===== src/verilog/tcb_defines.svh =====
`ifndef TCB_DEFINES_SVH
`define TCB_DEFINES_SVH
// Byte addresses of the register words.
`define TCB_OFS_CNT_LO  8'h00
`define TCB_OFS_CNT_HI  8'h04
`define TCB_OFS_MTA_LO  8'h08
`define TCB_OFS_MTA_HI  8'h0C
`define TCB_OFS_MTB_LO  8'h10
`define TCB_OFS_MTB_HI  8'h14
`define TCB_OFS_SNP_LO  8'h18
`define TCB_OFS_SNP_HI  8'h1C
`define TCB_OFS_CTL1    8'h20
`define TCB_OFS_CTL2    8'h24
`define TCB_OFS_FLAG    8'h28
// Field positions.
`define TCB_CTL1_MODE_LSB 0
`define TCB_CTL2_SRC_LSB  0
`define TCB_CTL2_MODE_LSB 3
`define TCB_FLAG_WRAP_BIT 0
// Reset values.
`define TCB_RST_BYTE 8'h00
`define TCB_RST_WORD 16'h0000
// Counter limits.
`define TCB_MAX    16'hFFFF
`define TCB_BOTTOM 16'h0000
`define TCB_TOP8   16'h00FF
`define TCB_TOP9   16'h01FF
`define TCB_TOP10  16'h03FF
// Prescaler taps: bits n down to 0 are all ones once every 2^(n+1) clocks.
`define TCB_PSC_W      10
`define TCB_TAP_DIV8    2
`define TCB_TAP_DIV64   5
`define TCB_TAP_DIV256  7
`define TCB_TAP_DIV1024 9
// Bus responses.
`define TCB_RESP_OKAY   2'b00
`define TCB_RESP_SLVERR 2'b10
`endif


===== src/verilog/tcb_pkg.sv =====
package tcb_pkg;
    typedef enum logic [2:0] {
        TCB_SRC_STOP, TCB_SRC_CLK, TCB_SRC_DIV8, TCB_SRC_DIV64,
        TCB_SRC_DIV256, TCB_SRC_DIV1024, TCB_SRC_EXT_FALL, TCB_SRC_EXT_RISE
    } tcb_src_t;
    typedef enum logic {TCB_DIR_UP, TCB_DIR_DOWN} tcb_dir_t;
    typedef logic [3:0]  tcb_mode_t;
    typedef logic [15:0] tcb_word_t;

    // Modes whose top value is held in the snapshot register.
    function automatic logic tcb_snap_top(input tcb_mode_t m);
        return (m == 4'h8) || (m == 4'hA) || (m == 4'hC) || (m == 4'hE);
    endfunction : tcb_snap_top
endpackage : tcb_pkg


===== src/verilog/tcb_cnt_if.sv =====
interface tcb_cnt_if;
    import tcb_pkg::*;
    logic      tick;
    tcb_mode_t mode;
    tcb_word_t match_a;
    tcb_word_t snapshot;
    logic      load;
    tcb_word_t load_val;
    tcb_word_t count;
    logic      at_top;
    logic      at_bottom;
    logic      wrap;
    modport ctrl (output tick, mode, match_a, snapshot, load, load_val,
                  input count, at_top, at_bottom, wrap);
    modport unit (input tick, mode, match_a, snapshot, load, load_val,
                  output count, at_top, at_bottom, wrap);
endinterface : tcb_cnt_if


===== src/verilog/tcb_count_unit.sv =====
`include "tcb_defines.svh"
module tcb_count_unit import tcb_pkg::*; (
    input  wire logic clk,
    input  wire logic srst,
    tcb_cnt_if.unit   cif
);
    tcb_word_t cnt_q, cnt_d;
    tcb_dir_t  dir_q, dir_d;
    logic      wrap_q, wrap_d;
    tcb_word_t top;
    logic      dual, fast, cnt_en, clr;

    function automatic tcb_word_t top_of(input tcb_mode_t m,
                                         input tcb_word_t a, input tcb_word_t s);
        case (m)
            4'h1, 4'h5:             top_of = `TCB_TOP8;
            4'h2, 4'h6:             top_of = `TCB_TOP9;
            4'h3, 4'h7:             top_of = `TCB_TOP10;
            4'h4, 4'h9, 4'hB, 4'hF: top_of = a;
            4'h8, 4'hA, 4'hC, 4'hE: top_of = s;
            default:                top_of = `TCB_MAX;
        endcase
    endfunction : top_of

    always_comb begin
        top    = top_of(cif.mode, cif.match_a, cif.snapshot);
        dual   = (cif.mode inside {4'h1, 4'h2, 4'h3, 4'h8, 4'h9, 4'hA, 4'hB});
        fast   = (cif.mode inside {4'h5, 4'h6, 4'h7, 4'hE, 4'hF});
        cnt_en = 1'b0;
        clr    = 1'b0;
        cnt_d  = cnt_q;
        dir_d  = dual ? dir_q : TCB_DIR_UP;
        wrap_d = 1'b0;
        if (cif.load) begin
            cnt_d = cif.load_val;
        end else if (cif.tick) begin
            cnt_en = 1'b1;
            if (dual) begin
                if (dir_q == TCB_DIR_UP && cnt_q >= top) begin
                    dir_d = TCB_DIR_DOWN;
                end else if (dir_q == TCB_DIR_DOWN && cnt_q == `TCB_BOTTOM) begin
                    dir_d  = TCB_DIR_UP;
                    wrap_d = 1'b1;
                end
            end else begin
                clr    = (cnt_q == top) && (cif.mode != 4'h0);
                wrap_d = fast ? (cnt_q == top) : (cnt_q == `TCB_MAX);
            end
            if (clr) begin
                cnt_d = `TCB_BOTTOM;
            end else if (dir_d == TCB_DIR_DOWN) begin
                cnt_d = cnt_q - 16'h0001;
            end else begin
                cnt_d = cnt_q + 16'h0001;
            end
        end
    end

    always_ff @(posedge clk) begin
        if (srst) begin
            cnt_q  <= `TCB_RST_WORD;
            dir_q  <= TCB_DIR_UP;
            wrap_q <= 1'b0;
        end else begin
            cnt_q  <= cnt_d;
            dir_q  <= dir_d;
            wrap_q <= wrap_d;
        end
    end

    assign cif.count     = cnt_q;
    assign cif.at_top    = (cnt_q == top);
    assign cif.at_bottom = (cnt_q == `TCB_BOTTOM);
    assign cif.wrap      = wrap_q;
endmodule : tcb_count_unit


===== src/verilog/tcb_tick_sel.sv =====
`include "tcb_defines.svh"
module tcb_tick_sel import tcb_pkg::*; (
    input  wire logic     clk,
    input  wire logic     srst,
    input  wire tcb_src_t src,
    input  wire logic     ext_pin,
    output logic          tick
);
    logic [`TCB_PSC_W-1:0] psc_q, psc_d;
    logic [2:0]            ext_q, ext_d;
    logic                  tick_q, tick_d;

    always_comb begin
        psc_d = psc_q + `TCB_PSC_W'(1);
        ext_d = {ext_q[1:0], ext_pin};
        case (src)
            TCB_SRC_CLK:      tick_d = 1'b1;
            TCB_SRC_DIV8:     tick_d = &psc_q[`TCB_TAP_DIV8:0];
            TCB_SRC_DIV64:    tick_d = &psc_q[`TCB_TAP_DIV64:0];
            TCB_SRC_DIV256:   tick_d = &psc_q[`TCB_TAP_DIV256:0];
            TCB_SRC_DIV1024:  tick_d = &psc_q[`TCB_TAP_DIV1024:0];
            // Edges are taken between the second and third stage only.
            TCB_SRC_EXT_FALL: tick_d = ext_q[2] & ~ext_q[1];
            TCB_SRC_EXT_RISE: tick_d = ~ext_q[2] & ext_q[1];
            default:          tick_d = 1'b0;
        endcase
    end

    always_ff @(posedge clk) begin
        if (srst) begin
            psc_q  <= '0;
            ext_q  <= '0;
            tick_q <= 1'b0;
        end else begin
            psc_q  <= psc_d;
            ext_q  <= ext_d;
            tick_q <= tick_d;
        end
    end

    assign tick = tick_q;
endmodule : tcb_tick_sel


===== src/verilog/tcb_timer.sv =====
// Summary of operation
// - Sixteen-bit registers move as two byte transfers.
// - One shared high-byte holding latch for all.
// - Low-byte write loads latch plus byte together; snapshot only in modes 8, A, C, E.
// - Counter or snapshot low-byte read copies high half into latch.
// - Counter high location accesses the latch only.
// - Match high reads return own bits directly.
// - Latch keeps value; reuse for several writes.
// - Three-bit select picks internal or external tick.
// - Select zero gives no tick; counter holds.
// - Counter readable and writable at any time.
// - Software write beats count or clear.
// - Each tick clears, increments or decrements counter.
// - Four-bit mode split over two control registers.
// - Wrap flag set where the mode says.
// - Internal count, direction and clear signals.
// - Bottom at zero, top at sequence maximum.
// - Counter seen as upper and lower byte locations.
// - Maximum is all ones, bottom all zeros.
// - Top is fixed value, match A or snapshot.
`include "tcb_defines.svh"
module tcb_timer import tcb_pkg::*; (
    input  wire logic        clk,
    input  wire logic        srst,
    input  wire logic [7:0]  s_axi_awaddr,
    input  wire logic        s_axi_awvalid,
    output logic             s_axi_awready,
    input  wire logic [31:0] s_axi_wdata,
    input  wire logic [3:0]  s_axi_wstrb,
    input  wire logic        s_axi_wvalid,
    output logic             s_axi_wready,
    output logic [1:0]       s_axi_bresp,
    output logic             s_axi_bvalid,
    input  wire logic        s_axi_bready,
    input  wire logic [7:0]  s_axi_araddr,
    input  wire logic        s_axi_arvalid,
    output logic             s_axi_arready,
    output logic [31:0]      s_axi_rdata,
    output logic [1:0]       s_axi_rresp,
    output logic             s_axi_rvalid,
    input  wire logic        s_axi_rready,
    input  wire logic        ext_tick_pin,
    output logic             wrap_flag
);
    ////////////////////////////////////////////////////////////////////////
    // Bus channel state.
    logic        awready_q, awready_d;
    logic        wready_q,  wready_d;
    logic [7:0]  aw_addr_q, aw_addr_d;
    logic [7:0]  w_byte_q,  w_byte_d;
    logic        w_lane_q,  w_lane_d;
    logic        bvalid_q,  bvalid_d;
    logic [1:0]  bresp_q,   bresp_d;
    logic        arready_q, arready_d;
    logic        rvalid_q,  rvalid_d;
    logic [31:0] rdata_q,   rdata_d;
    logic [1:0]  rresp_q,   rresp_d;

    // Register state.
    logic [7:0] hold_q, hold_d;
    tcb_word_t  mta_q,  mta_d;
    tcb_word_t  mtb_q,  mtb_d;
    tcb_word_t  snp_q,  snp_d;
    logic [7:0] ctl1_q, ctl1_d;
    logic [7:0] ctl2_q, ctl2_d;
    logic       flag_q, flag_d;

    // Strobes of this cycle.
    logic       wr_go;
    logic       rd_go;
    logic [7:0] wb;
    logic       cnt_load;
    tcb_word_t  cnt_load_val;
    tcb_mode_t  mode;
    logic       tick;

    tcb_cnt_if cif ();

    function automatic logic mapped(input logic [7:0] a);
        return a inside {`TCB_OFS_CNT_LO, `TCB_OFS_CNT_HI, `TCB_OFS_MTA_LO,
                         `TCB_OFS_MTA_HI, `TCB_OFS_MTB_LO, `TCB_OFS_MTB_HI,
                         `TCB_OFS_SNP_LO, `TCB_OFS_SNP_HI, `TCB_OFS_CTL1,
                         `TCB_OFS_CTL2, `TCB_OFS_FLAG};
    endfunction : mapped

    ////////////////////////////////////////////////////////////////////////
    // Tick source and counter unit.
    assign mode = {ctl2_q[`TCB_CTL2_MODE_LSB +: 2],
                   ctl1_q[`TCB_CTL1_MODE_LSB +: 2]};

    tcb_tick_sel u_tick (
        .clk     (clk),
        .srst    (srst),
        .src     (tcb_src_t'(ctl2_q[`TCB_CTL2_SRC_LSB +: 3])),
        .ext_pin (ext_tick_pin),
        .tick    (tick)
    );

    assign cif.tick     = tick;
    assign cif.mode     = mode;
    assign cif.match_a  = mta_q;
    assign cif.snapshot = snp_q;
    assign cif.load     = cnt_load;
    assign cif.load_val = cnt_load_val;

    tcb_count_unit u_count (
        .clk  (clk),
        .srst (srst),
        .cif  (cif)
    );

    ////////////////////////////////////////////////////////////////////////
    // Write channel. Address and data are taken in either order; the
    // register update happens once both are held and no response waits.
    always_comb begin
        wr_go     = !awready_q && !wready_q && !bvalid_q;
        awready_d = awready_q;
        wready_d  = wready_q;
        aw_addr_d = aw_addr_q;
        w_byte_d  = w_byte_q;
        w_lane_d  = w_lane_q;
        bvalid_d  = bvalid_q;
        bresp_d   = bresp_q;
        if (s_axi_awvalid && awready_q) begin
            awready_d = 1'b0;
            aw_addr_d = {s_axi_awaddr[7:2], 2'b00};
        end
        if (s_axi_wvalid && wready_q) begin
            wready_d = 1'b0;
            w_byte_d = s_axi_wdata[7:0];
            w_lane_d = s_axi_wstrb[0];
        end
        if (wr_go) begin
            bvalid_d  = 1'b1;
            bresp_d   = mapped(aw_addr_q) ? `TCB_RESP_OKAY : `TCB_RESP_SLVERR;
            awready_d = 1'b1;
            wready_d  = 1'b1;
        end
        if (bvalid_q && s_axi_bready) begin
            bvalid_d = 1'b0;
        end
    end

    always_ff @(posedge clk) begin
        if (srst) begin
            awready_q <= 1'b1;
            wready_q  <= 1'b1;
            aw_addr_q <= 8'h00;
            w_byte_q  <= 8'h00;
            w_lane_q  <= 1'b0;
            bvalid_q  <= 1'b0;
            bresp_q   <= `TCB_RESP_OKAY;
        end else begin
            awready_q <= awready_d;
            wready_q  <= wready_d;
            aw_addr_q <= aw_addr_d;
            w_byte_q  <= w_byte_d;
            w_lane_q  <= w_lane_d;
            bvalid_q  <= bvalid_d;
            bresp_q   <= bresp_d;
        end
    end

    ////////////////////////////////////////////////////////////////////////
    // Read channel. One cycle from address to data; the latch copy made by
    // a low-byte read lands on the same edge as the returned byte.
    always_comb begin
        rd_go     = s_axi_arvalid && arready_q;
        arready_d = arready_q;
        rvalid_d  = rvalid_q;
        rdata_d   = rdata_q;
        rresp_d   = rresp_q;
        if (rd_go) begin
            arready_d = 1'b0;
            rvalid_d  = 1'b1;
            rresp_d   = `TCB_RESP_OKAY;
            rdata_d   = 32'h0000_0000;
            case ({s_axi_araddr[7:2], 2'b00})
                `TCB_OFS_CNT_LO: rdata_d[7:0] = cif.count[7:0];
                `TCB_OFS_CNT_HI: rdata_d[7:0] = hold_q;
                `TCB_OFS_MTA_LO: rdata_d[7:0] = mta_q[7:0];
                `TCB_OFS_MTA_HI: rdata_d[7:0] = mta_q[15:8];
                `TCB_OFS_MTB_LO: rdata_d[7:0] = mtb_q[7:0];
                `TCB_OFS_MTB_HI: rdata_d[7:0] = mtb_q[15:8];
                `TCB_OFS_SNP_LO: rdata_d[7:0] = snp_q[7:0];
                `TCB_OFS_SNP_HI: rdata_d[7:0] = hold_q;
                `TCB_OFS_CTL1:   rdata_d[7:0] = ctl1_q;
                `TCB_OFS_CTL2:   rdata_d[7:0] = ctl2_q;
                `TCB_OFS_FLAG:   rdata_d[`TCB_FLAG_WRAP_BIT] = flag_q;
                default:         rresp_d = `TCB_RESP_SLVERR;
            endcase
        end
        if (rvalid_q && s_axi_rready) begin
            rvalid_d  = 1'b0;
            arready_d = 1'b1;
        end
    end

    always_ff @(posedge clk) begin
        if (srst) begin
            arready_q <= 1'b1;
            rvalid_q  <= 1'b0;
            rdata_q   <= 32'h0000_0000;
            rresp_q   <= `TCB_RESP_OKAY;
        end else begin
            arready_q <= arready_d;
            rvalid_q  <= rvalid_d;
            rdata_q   <= rdata_d;
            rresp_q   <= rresp_d;
        end
    end

    ////////////////////////////////////////////////////////////////////////
    // Register file and the shared high-byte latch.
    always_comb begin
        wb           = w_byte_q;
        hold_d       = hold_q;
        mta_d        = mta_q;
        mtb_d        = mtb_q;
        snp_d        = snp_q;
        ctl1_d       = ctl1_q;
        ctl2_d       = ctl2_q;
        flag_d       = flag_q;
        cnt_load     = 1'b0;
        cnt_load_val = {hold_q, wb};
        // A counter or snapshot low-byte read refreshes the latch; a same-cycle high-byte
        // write below is applied later and so wins.
        if (rd_go) begin
            case ({s_axi_araddr[7:2], 2'b00})
                `TCB_OFS_CNT_LO: hold_d = cif.count[15:8];
                `TCB_OFS_SNP_LO: hold_d = snp_q[15:8];
                default:         hold_d = hold_d;
            endcase
        end
        if (wr_go && w_lane_q) begin
            case (aw_addr_q)
                `TCB_OFS_CNT_HI,
                `TCB_OFS_MTA_HI,
                `TCB_OFS_MTB_HI,
                `TCB_OFS_SNP_HI: hold_d = wb;
                `TCB_OFS_CNT_LO: cnt_load = 1'b1;
                `TCB_OFS_MTA_LO: mta_d = {hold_q, wb};
                `TCB_OFS_MTB_LO: mtb_d = {hold_q, wb};
                `TCB_OFS_SNP_LO: begin
                    // Snapshot is writable only while it defines the top.
                    if (tcb_snap_top(mode)) begin
                        snp_d = {hold_q, wb};
                    end
                end
                `TCB_OFS_CTL1:   ctl1_d = {6'h00, wb[1:0]};
                `TCB_OFS_CTL2:   ctl2_d = {3'h0, wb[4:0]};
                `TCB_OFS_FLAG: begin
                    if (wb[`TCB_FLAG_WRAP_BIT]) begin
                        flag_d = 1'b0;
                    end
                end
                default:         hold_d = hold_d;
            endcase
        end
        // Setting after the clear means a wrap in the clearing cycle stays.
        if (cif.wrap) begin
            flag_d = 1'b1;
        end
    end

    always_ff @(posedge clk) begin
        if (srst) begin
            hold_q <= `TCB_RST_BYTE;
            mta_q  <= `TCB_RST_WORD;
            mtb_q  <= `TCB_RST_WORD;
            snp_q  <= `TCB_RST_WORD;
            ctl1_q <= `TCB_RST_BYTE;
            ctl2_q <= `TCB_RST_BYTE;
            flag_q <= 1'b0;
        end else begin
            hold_q <= hold_d;
            mta_q  <= mta_d;
            mtb_q  <= mtb_d;
            snp_q  <= snp_d;
            ctl1_q <= ctl1_d;
            ctl2_q <= ctl2_d;
            flag_q <= flag_d;
        end
    end

    ////////////////////////////////////////////////////////////////////////
    assign s_axi_awready = awready_q;
    assign s_axi_wready  = wready_q;
    assign s_axi_bvalid  = bvalid_q;
    assign s_axi_bresp   = bresp_q;
    assign s_axi_arready = arready_q;
    assign s_axi_rvalid  = rvalid_q;
    assign s_axi_rdata   = rdata_q;
    assign s_axi_rresp   = rresp_q;
    assign wrap_flag     = flag_q;
endmodule : tcb_timer

===== config.mk =====
export PLATFORM = sky130hd
export DESIGN_NAME = tcb_timer
export DESIGN_NICKNAME = d
export VERILOG_FILES = /design/src/verilog/tcb_pkg.sv /design/src/verilog/tcb_cnt_if.sv /design/src/verilog/tcb_count_unit.sv /design/src/verilog/tcb_tick_sel.sv /design/src/verilog/tcb_timer.sv
export VERILOG_INCLUDE_DIRS = /design/src /design/src/verilog
export SDC_FILE = /design/constraint.sdc
export NUM_CORES = 1
export LEC_CHECK = 0
export BUFFER_PORTS_ARGS = -buffer_cell sky130_fd_sc_hd__buf_2
export CAP_MARGIN = 25
export CELL_PAD_IN_SITES_DETAIL_PLACEMENT = 1
export CELL_PAD_IN_SITES_GLOBAL_PLACEMENT = 2
export CORE_MARGIN = 2
export CORE_UTILIZATION = 37
export CTS_CLUSTER_SIZE = 20
export DETAILED_ROUTE_END_ITERATION = 7
export PLACE_DENSITY_LB_ADDON = 0.1
export SLEW_MARGIN = 20
export SYNTH_ARGS = -nofsm -noshare
export SYNTH_HDL_FRONTEND = slang
export SYNTH_SLANG_ARGS = --single-unit

===== constraint.sdc =====
create_clock -name clk -period 15.47 [get_ports clk]
set_clock_uncertainty 0.05 [all_clocks]
set_input_delay 1.547 -clock clk [delete_from_list [all_inputs] [get_ports clk]]
set_output_delay 1.547 -clock clk [all_outputs]
set_load 0.01 [all_outputs]

==> results by group, run 1 <==
Drt
  • Pre-antenna DRT Iters: 5
  • # DRC: 0
  • Starting DRT DRC Count: 350
  • Avg WL per Cell: approximately 21 um
  • Post-Route WL: between 20000 and 25000 um
  • DR vias/cell: 5.68
  • Vias: approximately 6500
  • Antenna Nets Post-Route: 0

Synthesis
  • Post-synth EDFFs: 0
  • Synthesis Warnings: 0
  • Synth async-reset ratio: 0
  • Mux cell area share after synthesis: 0.0802
  • Sequential fraction of the synthesis area: 0.349
  • Post-Syn Instances: roughly 860
  • Synth Area in XOR/XNOR: 0.0218
  • Largest family of logic cells by synthesized area: simple AND/OR/NAND/NOR gates
  • Yosys reg bits: roughly 130
  • Netlist cell types: 66
  • Post-synthesis compound-gate area fraction: 0.202
  • Synthesized area: between 7000 and 8000 um^2
  • Syn avg cell area: between 8 and 9 um^2
  • Synth Area in Adders: 0.0633
  • Simple-gate share of the synthesized area: 0.210
  • Top_reg_cell synth: dfxtp_1

Clocking
  • Setup bufs post-CTS: 0
  • Post-CTS sizing: 0
  • Worst skew pair latency: approximately 430 ps
  • Clk sinks: about 130
  • CTS Buffer Depth: 2
  • CTS tree: built
  • Root Driver: clkbuf_16
  • # H-tree levels: 4
  • CTS Hold Bufs: 0
  • Number of CTS-inserted buffers: 17
  • Clock Pin Slew Worst Setup and Hold Paths: ~60 ps

Die
  • Top-Level Pins: between 100 and 150
  • Die X: approximately 140 um
  • Initial Utilization: 0.374
  • DIE AREA: 20700 um^2
  • Row cnt: roughly 50
  • Die height: roughly 140 um
  • Core Area: 19300 um^2

STA
  • Setup_tns: 0 ps
  • Unrepaired setup endpoints after global routing: false
  • Fmax: between 0.15 and 0.2 GHz
  • Pin slew with the least headroom to its limit: between 900 and 1000 ps
  • Tmin final: about 5600 ps
  • Pins Over Slew Limit: 0
  • Final Setup Violations: 0
  • Tcrit/Tclk final: 0.362
  • Final Hold Fails: 0
  • Slew headroom: 0.391

Job
  • Max cap viols: 0

Power
  • Max rail drop VDD: 0.0697 mV
  • Reg power frac: 0.436
  • Switching share of power: 0.260
  • P_leak: between 3 and 4 nW
  • Clock share of power: 0.511
  • Sw power: between 0.2 and 0.25 mW
  • Power Total: about 0.78 mW
  • P per Cell Area: 97.0 nW/um^2
  • Pint: 0.575 mW
  • Combinational fraction of design power: 0.053

Final layout
  • Most frequent cells in the layout: 126 x dfxtp_1, 102 x nor2_1, 91 x a21oi_1
  • Most common cell after layout, fill and taps aside: dfxtp_1
  • Layout fillers: about 2300
  • Fin nets: 970
  • Layout cells sized above 1: 0.118
  • Synth-to-Final Area Change: 10.8%
  • Antenna cells: 0
  • Core Util, Final: 0.415

Place
  • GP Congestion: approximately 0.87
  • IO buf count: 44
  • Final HPWL DP: roughly 17000 um

Status
  • Status: complete, no violations

Global routing
  • Largest net degree at the start of global routing: between 80 and 90
  • GR Overflow Total: 0
  • Wire length of the first global-routing pass: 37600 um
  • GRT Total Usage: 0.238
  • Vias in the first global route: 6593
  • Initial antenna violation count: 0

Hold path
  • Worst Hold Class: reg -> reg

Critical path
  • Startpoint types: flip-flop
  • Crit Path Class: reg -> reg
  • Critical Path RT: about 16000 ps
  • Crit. End Element: flip-flop
  • Largest fanout on the critical path: 19
  • CP arrival: 5820 ps
==> area by class of cell <==
cell class | count | area (um^2) | share of cell area
multi-input cells | 667 | 4280 | 0.533
flip-flops and latches | 126 | 2520 | 0.315
clock buffers | 20 | 457 | 0.0570
well taps | 265 | 332 | 0.0413
repair buffers | 49 | 260 | 0.0325
clock inverters | 12 | 124 | 0.0154
inverters | 13 | 48.8 | 0.00609
==> Yosys cell counts, types with 3 or more instances <==
cell       instances  area share
nor2b_1           10      0.0086
a32o_1             5      0.0069
nand4_1           10      0.0086
and3_1            22       0.019
a211oi_1          21       0.022
a2bb2oi_1          5      0.0061
xnor2_1            9       0.011
nor4_4             3      0.0088
nor4b_1            3      0.0036
buf_6              3      0.0047
ha_1              35       0.061
a31oi_1            3      0.0026
o21ai_0           18       0.012
nand2_1           68       0.035
o211ai_1           4      0.0042
a221oi_1          15       0.018
a21oi_1           91       0.063
a22o_1             3      0.0036
o31ai_1            3      0.0031
nor2_1           102       0.053
dfxtp_1          126        0.35
mux2i_1           49       0.068
or3_1              5      0.0043
buf_4             32       0.033
nand2b_1           4      0.0035
a311oi_1           3      0.0036
buf_1              5      0.0026
nor4_1             4      0.0035
o21a_1             4      0.0042
a22oi_1           12       0.012
buf_2              7      0.0048
mux2_2             8       0.012
nand3_1           47       0.033
o22ai_1           14       0.012
xor2_1             9       0.011
a21o_1            11       0.011
a221o_1            3      0.0042
inv_1             13      0.0067
clkbuf_1          30       0.016
nor3_1             8      0.0055
==> logic make-up after synthesis <==
| kind of cell | Yosys count |
|---|---|
| simple gates | 306 |
| compound gates | 224 |
| flops | 126 |
| buf+inv | 94 |
| mux | 57 |
| fa+ha+maj | 36 |
| xor+xnor | 18 |
| other cells | 1 |
==> metrics by stage <==
stage	setup WS [ps]	instance area (um^2)	hold WS, ps	std cells
after floorplan	10390	7330	363	887
after CTS	9910	8010	406	1151
final	9870	8020	402	1152
after global routing	9520	8020	421	1152
after detailed placement	9940	7430	388	1119
after global placement	9980	7430	385	1119
==> power groups by stage <==
stage                     Sequential, mW  Clock (mW)  Combinational [mW]
after floorplan                    0.341           0              0.0356
final                              0.339       0.397              0.0414
after global routing               0.340       0.420              0.0460
after CTS                          0.339       0.404              0.0414
after detailed placement           0.346           0              0.0413
after global placement             0.346           0              0.0403
==> registers in the layout (all words and copies together), names as in the netlist, 2 cells and up <==
register	flops
cif.match_a	16
hold_q	8
u_tick.ext_q	3
w_byte_q	8
cif.snapshot	16
ctl2_q	5
mtb_q	16
ctl1_q	2
aw_addr_q	6
u_tick.psc_q	10
s_axi_rdata	8
u_count.cif.count	16
==> metal layers <==
metal  vias up  GRT usage  share of wire
met5         -          0              0
met4         0     0.0660          0.018
met3        34     0.0403          0.042
met2       157      0.387           0.47
met1      3233      0.325           0.47
li1       3122          -              -
==> critical path, cell delays in order (launching register included) <==
cell	delay (ps)
dfxtp_1	620
nor2b_1	310
nor2_1	70
a21oi_1	630
o22ai_1	210
ha_1	350
nand2_1	100
nor4_4	420
o31ai_1	210
a31oi_1	200
buf_4	280
inv_1	90
fa_1	410
and3b_1	260
o211ai_1	170
a211oi_1	520
o32ai_1	180
xor2_1	210
o22ai_1	110
==> final timing paths <==
kind | start | to | slack, ps | cells past startpoint
setup reg to reg | ctl2_q[3] | u_count.cif.count[12] | 9870 | 18
hold reg to reg | s_axi_rdata[2] | s_axi_rdata[2] | 400 | 2
hold / removal | s_axi_rdata[2] | s_axi_rdata[2] | 400 | 2
setup / recovery | ctl2_q[3] | u_count.cif.count[12] | 9870 | 18
(Power assumes the default switching activity.)
==> run 2, diff against run 1 <==
- ABC_AREA: not set -> 1
- CORE_UTILIZATION: 37 -> 33
- clock period: 15.47 -> 5.4 ns (I/O delays scaled with it)
==> run 2 against run 1 <==
  * Register-to-register slack worse by 9100 ps
  * Design area down 0.37%
  * Worst setup slack worse by 9100 ps
  * Routed wire length up 0.13%
  * Clock power rose to 2.8 times the previous value
  * Core utilization down 3.5 points
  * Largest cell class unchanged
  * Global-route usage shrank 1.7 points
  * Highest routed layer unchanged
  * Count of clock-buffer cells in the layout fell by 2
  * Final cell count increased by 13%
  * Via count grew 3.0%
==> results by group, run 2 <==
Status
  • Status: complete, no violations

Power
  • Combinational fraction of design power: 0.059
  • Clock share of power: 0.509
  • Power Total: between 2 and 2.5 mW
  • P per Cell Area: 278 nW/um^2
  • Pint: 1.63 mW
  • Reg power frac: 0.432
  • Switching share of power: 0.264
  • Max rail drop VDD: 0.198 mV
  • P_leak: 3.45 nW
  • Sw power: between 0.5 and 0.6 mW

Hold path
  • Worst min-delay path startpoint: s_axi_bready
  • Worst Hold Class: in -> reg

Critical path
  • Largest fanout on the critical path: 13
  • CP arrival: roughly 4900 ps
  • Worst r2r dst: u_count.cif.count[10]
  • Worst R2R Path Depth: 25
  • Critical Path Start: ctl1_q[1]
  • Crit Path Class: reg -> reg
  • Slowest CP cell: dfxtp_1
  • Startpoint types: flip-flop
  • CP Capture Point: u_count.cif.count[10]
  • Worst R2R Start: ctl1_q[1]
  • Crit path depth: 25
  • CP delay by family, top: simple AND/OR/NAND/NOR gates
  • Critical Path RT: 5630 ps
  • Crit. End Element: flip-flop
  • CP max stage delay: a little over 400 ps
  • Buf/Inv on CP: 5
  • R2R Setup Slk: 730 ps

Drt
  • Vias: between 6000 and 7000
  • Avg WL per Cell: 18.2 um
  • DR vias/cell: ~5.2
  • Pre-antenna DRT Iters: 5
  • Antenna Nets Post-Route: 0
  • Post-Route WL: roughly 24000 um
  • Starting DRT DRC Count: around 330
  • # DRC: 0

Global routing
  • Initial antenna violation count: 0
  • GR Overflow Total: 0
  • GRT Total Usage: 0.221
  • Vias in the first global route: about 6800
  • Largest net degree at the start of global routing: 64
  • Wire length of the first global-routing pass: roughly 38000 um

Final layout
  • Layout cells sized above 1: 0.116
  • Most frequent cells in the layout: 149 x nand2_1, 129 x a21oi_1, 126 x dfxtp_1
  • Most common cell after layout, fill and taps aside: nand2_1
  • Antenna cells: 0
  • Core Util, Final: 0.380
  • Fin nets: ~1100
  • Synth-to-Final Area Change: 13.3%
  • Final Instance Count excl. Fillers: roughly 1300

STA
  • Final Hold Fails: 0
  • Pin slew with the least headroom to its limit: around 770 ps
  • Fmax: between 0.2 and 0.25 GHz
  • Final Setup Violations: 0
  • Tmin final: between 4000 and 5000 ps
  • Pins Over Slew Limit: 0
  • Tcrit/Tclk final: 0.864
  • Setup_tns: 0 ps
  • Slew headroom: 0.483
  • Unrepaired setup endpoints after global routing: false

Clocking
  • Post-CTS sizing: 0
  • # H-tree levels: 4
  • CTS Hold Bufs: 0
  • Clk sinks: between 100 and 150
  • Number of CTS-inserted buffers: 17
  • CTS tree: built
  • CTS Buffer Depth: 2
  • Setup bufs post-CTS: 0
  • Worst skew pair latency: between 400 and 500 ps
  • Clock Pin Slew Worst Setup and Hold Paths: roughly 70 ps
  • Root Driver: clkbuf_16

Synthesis
  • Sequential fraction of the synthesis area: 0.358
  • Top cell type's share of synthesized area: 0.358
  • Synthesis Warnings: 0
  • Synth Area in XOR/XNOR: 0.00745
  • Area leader, netlist: dfxtp_1
  • Syn avg cell area: ~7.2 um^2
  • Synth async-reset ratio: 0
  • Synthesized area: ~7100 um^2
  • Mux cell area share after synthesis: 0
  • Post-synthesis compound-gate area fraction: 0.263
  • Most frequent cells after synthesis: 149 x nand2_1, 129 x a21oi_1, 126 x dfxtp_1, 122 x inv_1, 87 x o21ai_0
  • Largest family of logic cells by synthesized area: compound AO/OA/AOI/OAI gates
  • Simple-gate share of the synthesized area: 0.182
  • Post-Syn Instances: 982
  • Area contributors post-synth: dfxtp_1 36%, a21oi_1 9.2%, nand2_1 7.9%
  • Post-synth EDFFs: 0
  • Top_reg_cell synth: dfxtp_1
  • Most numerous cell in the Yosys netlist: nand2_1
  • Netlist cell types: 51
  • Yosys reg bits: approximately 130
  • Synth Area in Adders: 0.0649

Die
  • Die height: roughly 150 um
  • Core Area: 21000 um^2
  • Row cnt: 53
  • DIE AREA: approximately 23000 um^2
  • Initial Utilization: 0.336
  • Top-Level Pins: 102
  • Die X: approximately 150 um

Job
  • Max cap viols: 0

Place
  • GP Congestion: a little over 0.8
  • IO buf count: 44
  • Placed cell count: about 1300
  • Final HPWL DP: between 15000 and 20000 um
run 2: cell count changes in the layout (fill, tap and decap cells not counted), sizes merged, moves of 20 or more:
| cell | before | now |
|---|---|---|
| a21oi | 91 | 130 |
| and3 | 24 | 0 |
| inv | 19 | 140 |
| mux2i | 49 | 0 |
| o21ai | 19 | 113 |
| nand3 | 48 | 28 |
| nor2 | 102 | 75 |
| nand2 | 69 | 150 |
run 2: layout make-up:
| class | count | area [um^2] |
|---|---|---|
| fillers | 2643 | 13000 |
| repair buffers | 53 | 288 |
| inverters | 137 | 514 |
| clock buffers | 18 | 439 |
| flip-flops and latches | 126 | 2520 |
| multi-input cells | 684 | 3750 |
| clock inverters | 14 | 131 |
| well taps | 275 | 344 |
run 2: worst min-delay path by stage:
| stage | slack (ps) | end | cells after the start |
|---|---|---|---|
| 3_3_place_gp | 340 | u_tick.ext_q[1] | 2 |
| 3_5_place_dp | 350 | u_tick.ext_q[1] | 2 |
| 2_1_floorplan | 340 | u_tick.ext_q[1] | 2 |
| 6_report | 230 | s_axi_bvalid | 2 |
| 4_1_cts | 220 | s_axi_bvalid | 2 |
| 5_1_grt | 230 | s_axi_bvalid | 2 |
run 2: cell families (layout without fill, tap and decap cells):
logic type	count (synthesis)	in the layout
compound gates	328	328
flops	126	126
simple gates	288	288
xor+xnor	6	6
other cells	1	26
fa+ha+maj	36	36
buf+inv	197	222
run 2: power groups by stage:
stage | sequential (mW) | combinational (mW) | clock, mW
floorplan | 0.980 | 0.0950 | 0
global placement | 0.980 | 0.130 | 0
detailed placement | 0.980 | 0.131 | 0
CTS | 0.960 | 0.132 | 1.16
global route | 0.961 | 0.148 | 1.20
finish | 0.959 | 0.130 | 1.13
run 2: stage by stage:
stage / setup slack [ps] / cell area, um^2 / hold WS (ps)
2_1_floorplan: 1420 / 7150 / 338
3_5_place_dp: 759 / 7420 / 353
4_1_cts: 732 / 7990 / 219
5_1_grt: 320 / 7990 / 228
3_3_place_gp: 819 / 7420 / 340
6_report: 733 / 7990 / 230
run 2: per-layer routing:
layer	track usage	wire length, um	up-vias
met5	0	0	-
met4	0.0679	449	0
met3	0.0409	905	30
met2	0.348	10500	116
met1	0.307	12000	3220
li1	-	-	3375
==> run 3, diff against run 2 <==
- CORE_MARGIN: 2 -> not set
==> run 3 against run 2 <==
  * Via count increased by 0.85%
  * Clock power about the same
  * Design area increased by 0.22%
  * Hold slack improved by 17 ps
  * Sequential power about the same
  * Sequential share of layout area decreased by 0.069 points
  * Count of clock-buffer cells in the layout decreased by 1
  * Critical path depth unchanged
  * Worst setup slack got worse by 120 ps
  * Power increased by 0.77%
  * Die area decreased by 2.6%
  * Routed wire length decreased by 0.57%
  * Critical path type unchanged
==> results by group, run 3 (synthesis results as in run 2) <==
Hold path
  • Worst min-delay path startpoint: s_axi_bready
  • Hold Path Sink: s_axi_bvalid
  • Worst Hold Class: in -> reg
  • Hold depth: 2

Critical path
  • Worst R2R Path Depth: 25
  • CP max stage delay: 520 ps
  • R2R Setup Slk: 610 ps
  • Largest fanout on the critical path: 13
  • Worst R2R Start: ctl1_q[1]
  • Startpoint types: flip-flop
  • Crit Path Class: reg -> reg
  • CP delay by family, top: simple AND/OR/NAND/NOR gates
  • Worst r2r dst: u_count.cif.count[13]
  • Slowest CP cell: dfxtp_1
  • Buf/Inv on CP: 3
  • Crit. End Element: flip-flop
  • Critical Path RT: 5700 ps
  • Most frequent CP cell: nand2_1
  • CP arrival: 5090 ps

Drt
  • Pre-antenna DRT Iters: 6
  • Post-Route WL: between 20000 and 25000 um
  • # DRC: 0
  • Antenna Nets Post-Route: 0
  • Vias: between 6000 and 7000
  • Avg WL per Cell: around 18 um
  • Starting DRT DRC Count: 325
  • DR vias/cell: around 5.2

Global routing
  • Wire length of the first global-routing pass: ~38000 um
  • Vias in the first global route: about 6700
  • GRT Total Usage: 0.227
  • GR Overflow Total: 0
  • Largest net degree at the start of global routing: 50
  • Initial antenna violation count: 0

Place
  • IO buf count: between 40 and 50
  • Final HPWL DP: 18100 um
  • GP Congestion: 0.807
  • Dpl ws: 380 ps

Clocking
  • CTS tree: built
  • # H-tree levels: 4
  • Number of CTS-inserted buffers: 17
  • Root Driver: clkbuf_16
  • Setup bufs post-CTS: 0
  • Worst skew pair latency: 430 ps
  • CTS Hold Bufs: 0
  • CTS Buffer Depth: 2
  • Post-CTS sizing: 0
  • Clock Pin Slew Worst Setup and Hold Paths: roughly 60 ps
  • Clk sinks: 126

Die
  • Core Area: between 20000 and 25000 um^2
  • Die height: 148 um
  • Die X: ~150 um
  • DIE AREA: ~22000 um^2
  • Top-Level Pins: ~100
  • Row cnt: 53
  • Initial Utilization: 0.337

Final layout
  • Most frequent cells in the layout: 149 x nand2_1, 129 x a21oi_1, 126 x dfxtp_1
  • Layout cells sized above 1: 0.116
  • Core Util, Final: 0.382
  • Layout fillers: between 2000 and 3000
  • Seq. cell area: around 2500 um^2
  • Area occupied by multi-input gates: ~3800 um^2
  • Synth-to-Final Area Change: 13.5%
  • Fin nets: 1115
  • Most common cell after layout, fill and taps aside: nand2_1
  • Antenna cells: 0

STA
  • Slew headroom: 0.469
  • Tmin final: between 4000 and 5000 ps
  • Final Hold Fails: 0
  • Final WS setup: between 600 and 700 ps
  • Pins Over Slew Limit: 0
  • Unrepaired setup endpoints after global routing: false
  • Tcrit/Tclk final: 0.886
  • Final Setup Violations: 0
  • Pin slew with the least headroom to its limit: 794 ps
  • Setup_tns: 0 ps
  • Fmax: 0.209 GHz

Power
  • Max rail drop VDD: ~0.2 mV
  • P_leak: between 3 and 4 nW
  • P per Cell Area: around 280 nW/um^2
  • Power Total: about 2.2 mW

Status
  • Status: complete, no violations

Job
  • Max cap viols: 0
run 3: worst max path at each step:
stage / slack [ps] / endpoint / from / cells past startpoint
final: 610 / u_count.cif.count[13] / ctl1_q[1] / 25
after global routing: 120 / u_count.cif.count[13] / ctl2_q[3] / 25
after CTS: 350 / u_count.cif.count[13] / ctl2_q[3] / 25
after detailed placement: 380 / u_count.cif.count[13] / ctl2_q[3] / 25
after global placement: 500 / u_count.cif.count[10] / ctl2_q[3] / 24
after floorplan: 1420 / u_count.cif.count[10] / ctl2_q[3] / 23
run 3: layout make-up:
type                       instances  area share
sequential                       126       0.315
clock inverter                    15      0.0195
inverter                         137      0.0642
multi-input combinational        684       0.469
timing repair buffer              53      0.0359
clock buffer                      17      0.0531
tap                              275      0.0430
run 3: power by group:
group	total [mW]	switching [mW]	internal (mW)
clock	1.15	0.498	0.649
sequential	0.959	0.0124	0.947
combinational	0.129	0.0960	0.0335
total	2.24	0.607	1.63
run 3: worst reg2reg max path, delay by kind of cell (launching register included):
| family | cells | cell delay, ps |
|---|---|---|
| AO/OA/AOI/OAI | 5 | 950 |
| buffers and inverters | 3 | 590 |
| AND/OR/NAND/NOR | 15 | 1980 |
| flip-flops | 1 | 520 |
| adder cells (fa/ha/maj) | 2 | 630 |
run 3: metal layers:
| layer | global-route usage | vias to the layer above | share of wire |
|---|---|---|---|
| li1 | - | 3373 | - |
| met1 | 0.317 | 3274 | 0.50 |
| met2 | 0.362 | 127 | 0.45 |
| met3 | 0.0350 | 24 | 0.037 |
| met4 | 0.0572 | 0 | 0.013 |
| met5 | 0 | - | 0 |
run 3: through the flow:
stage | hold WS (ps) | instance area, um^2 | std cells
final | 247 | 8010 | 1307
after global routing | 243 | 8010 | 1307
after CTS | 243 | 8000 | 1307
after detailed placement | 353 | 7420 | 1275
after global placement | 340 | 7420 | 1275
after floorplan | 338 | 7150 | 1007
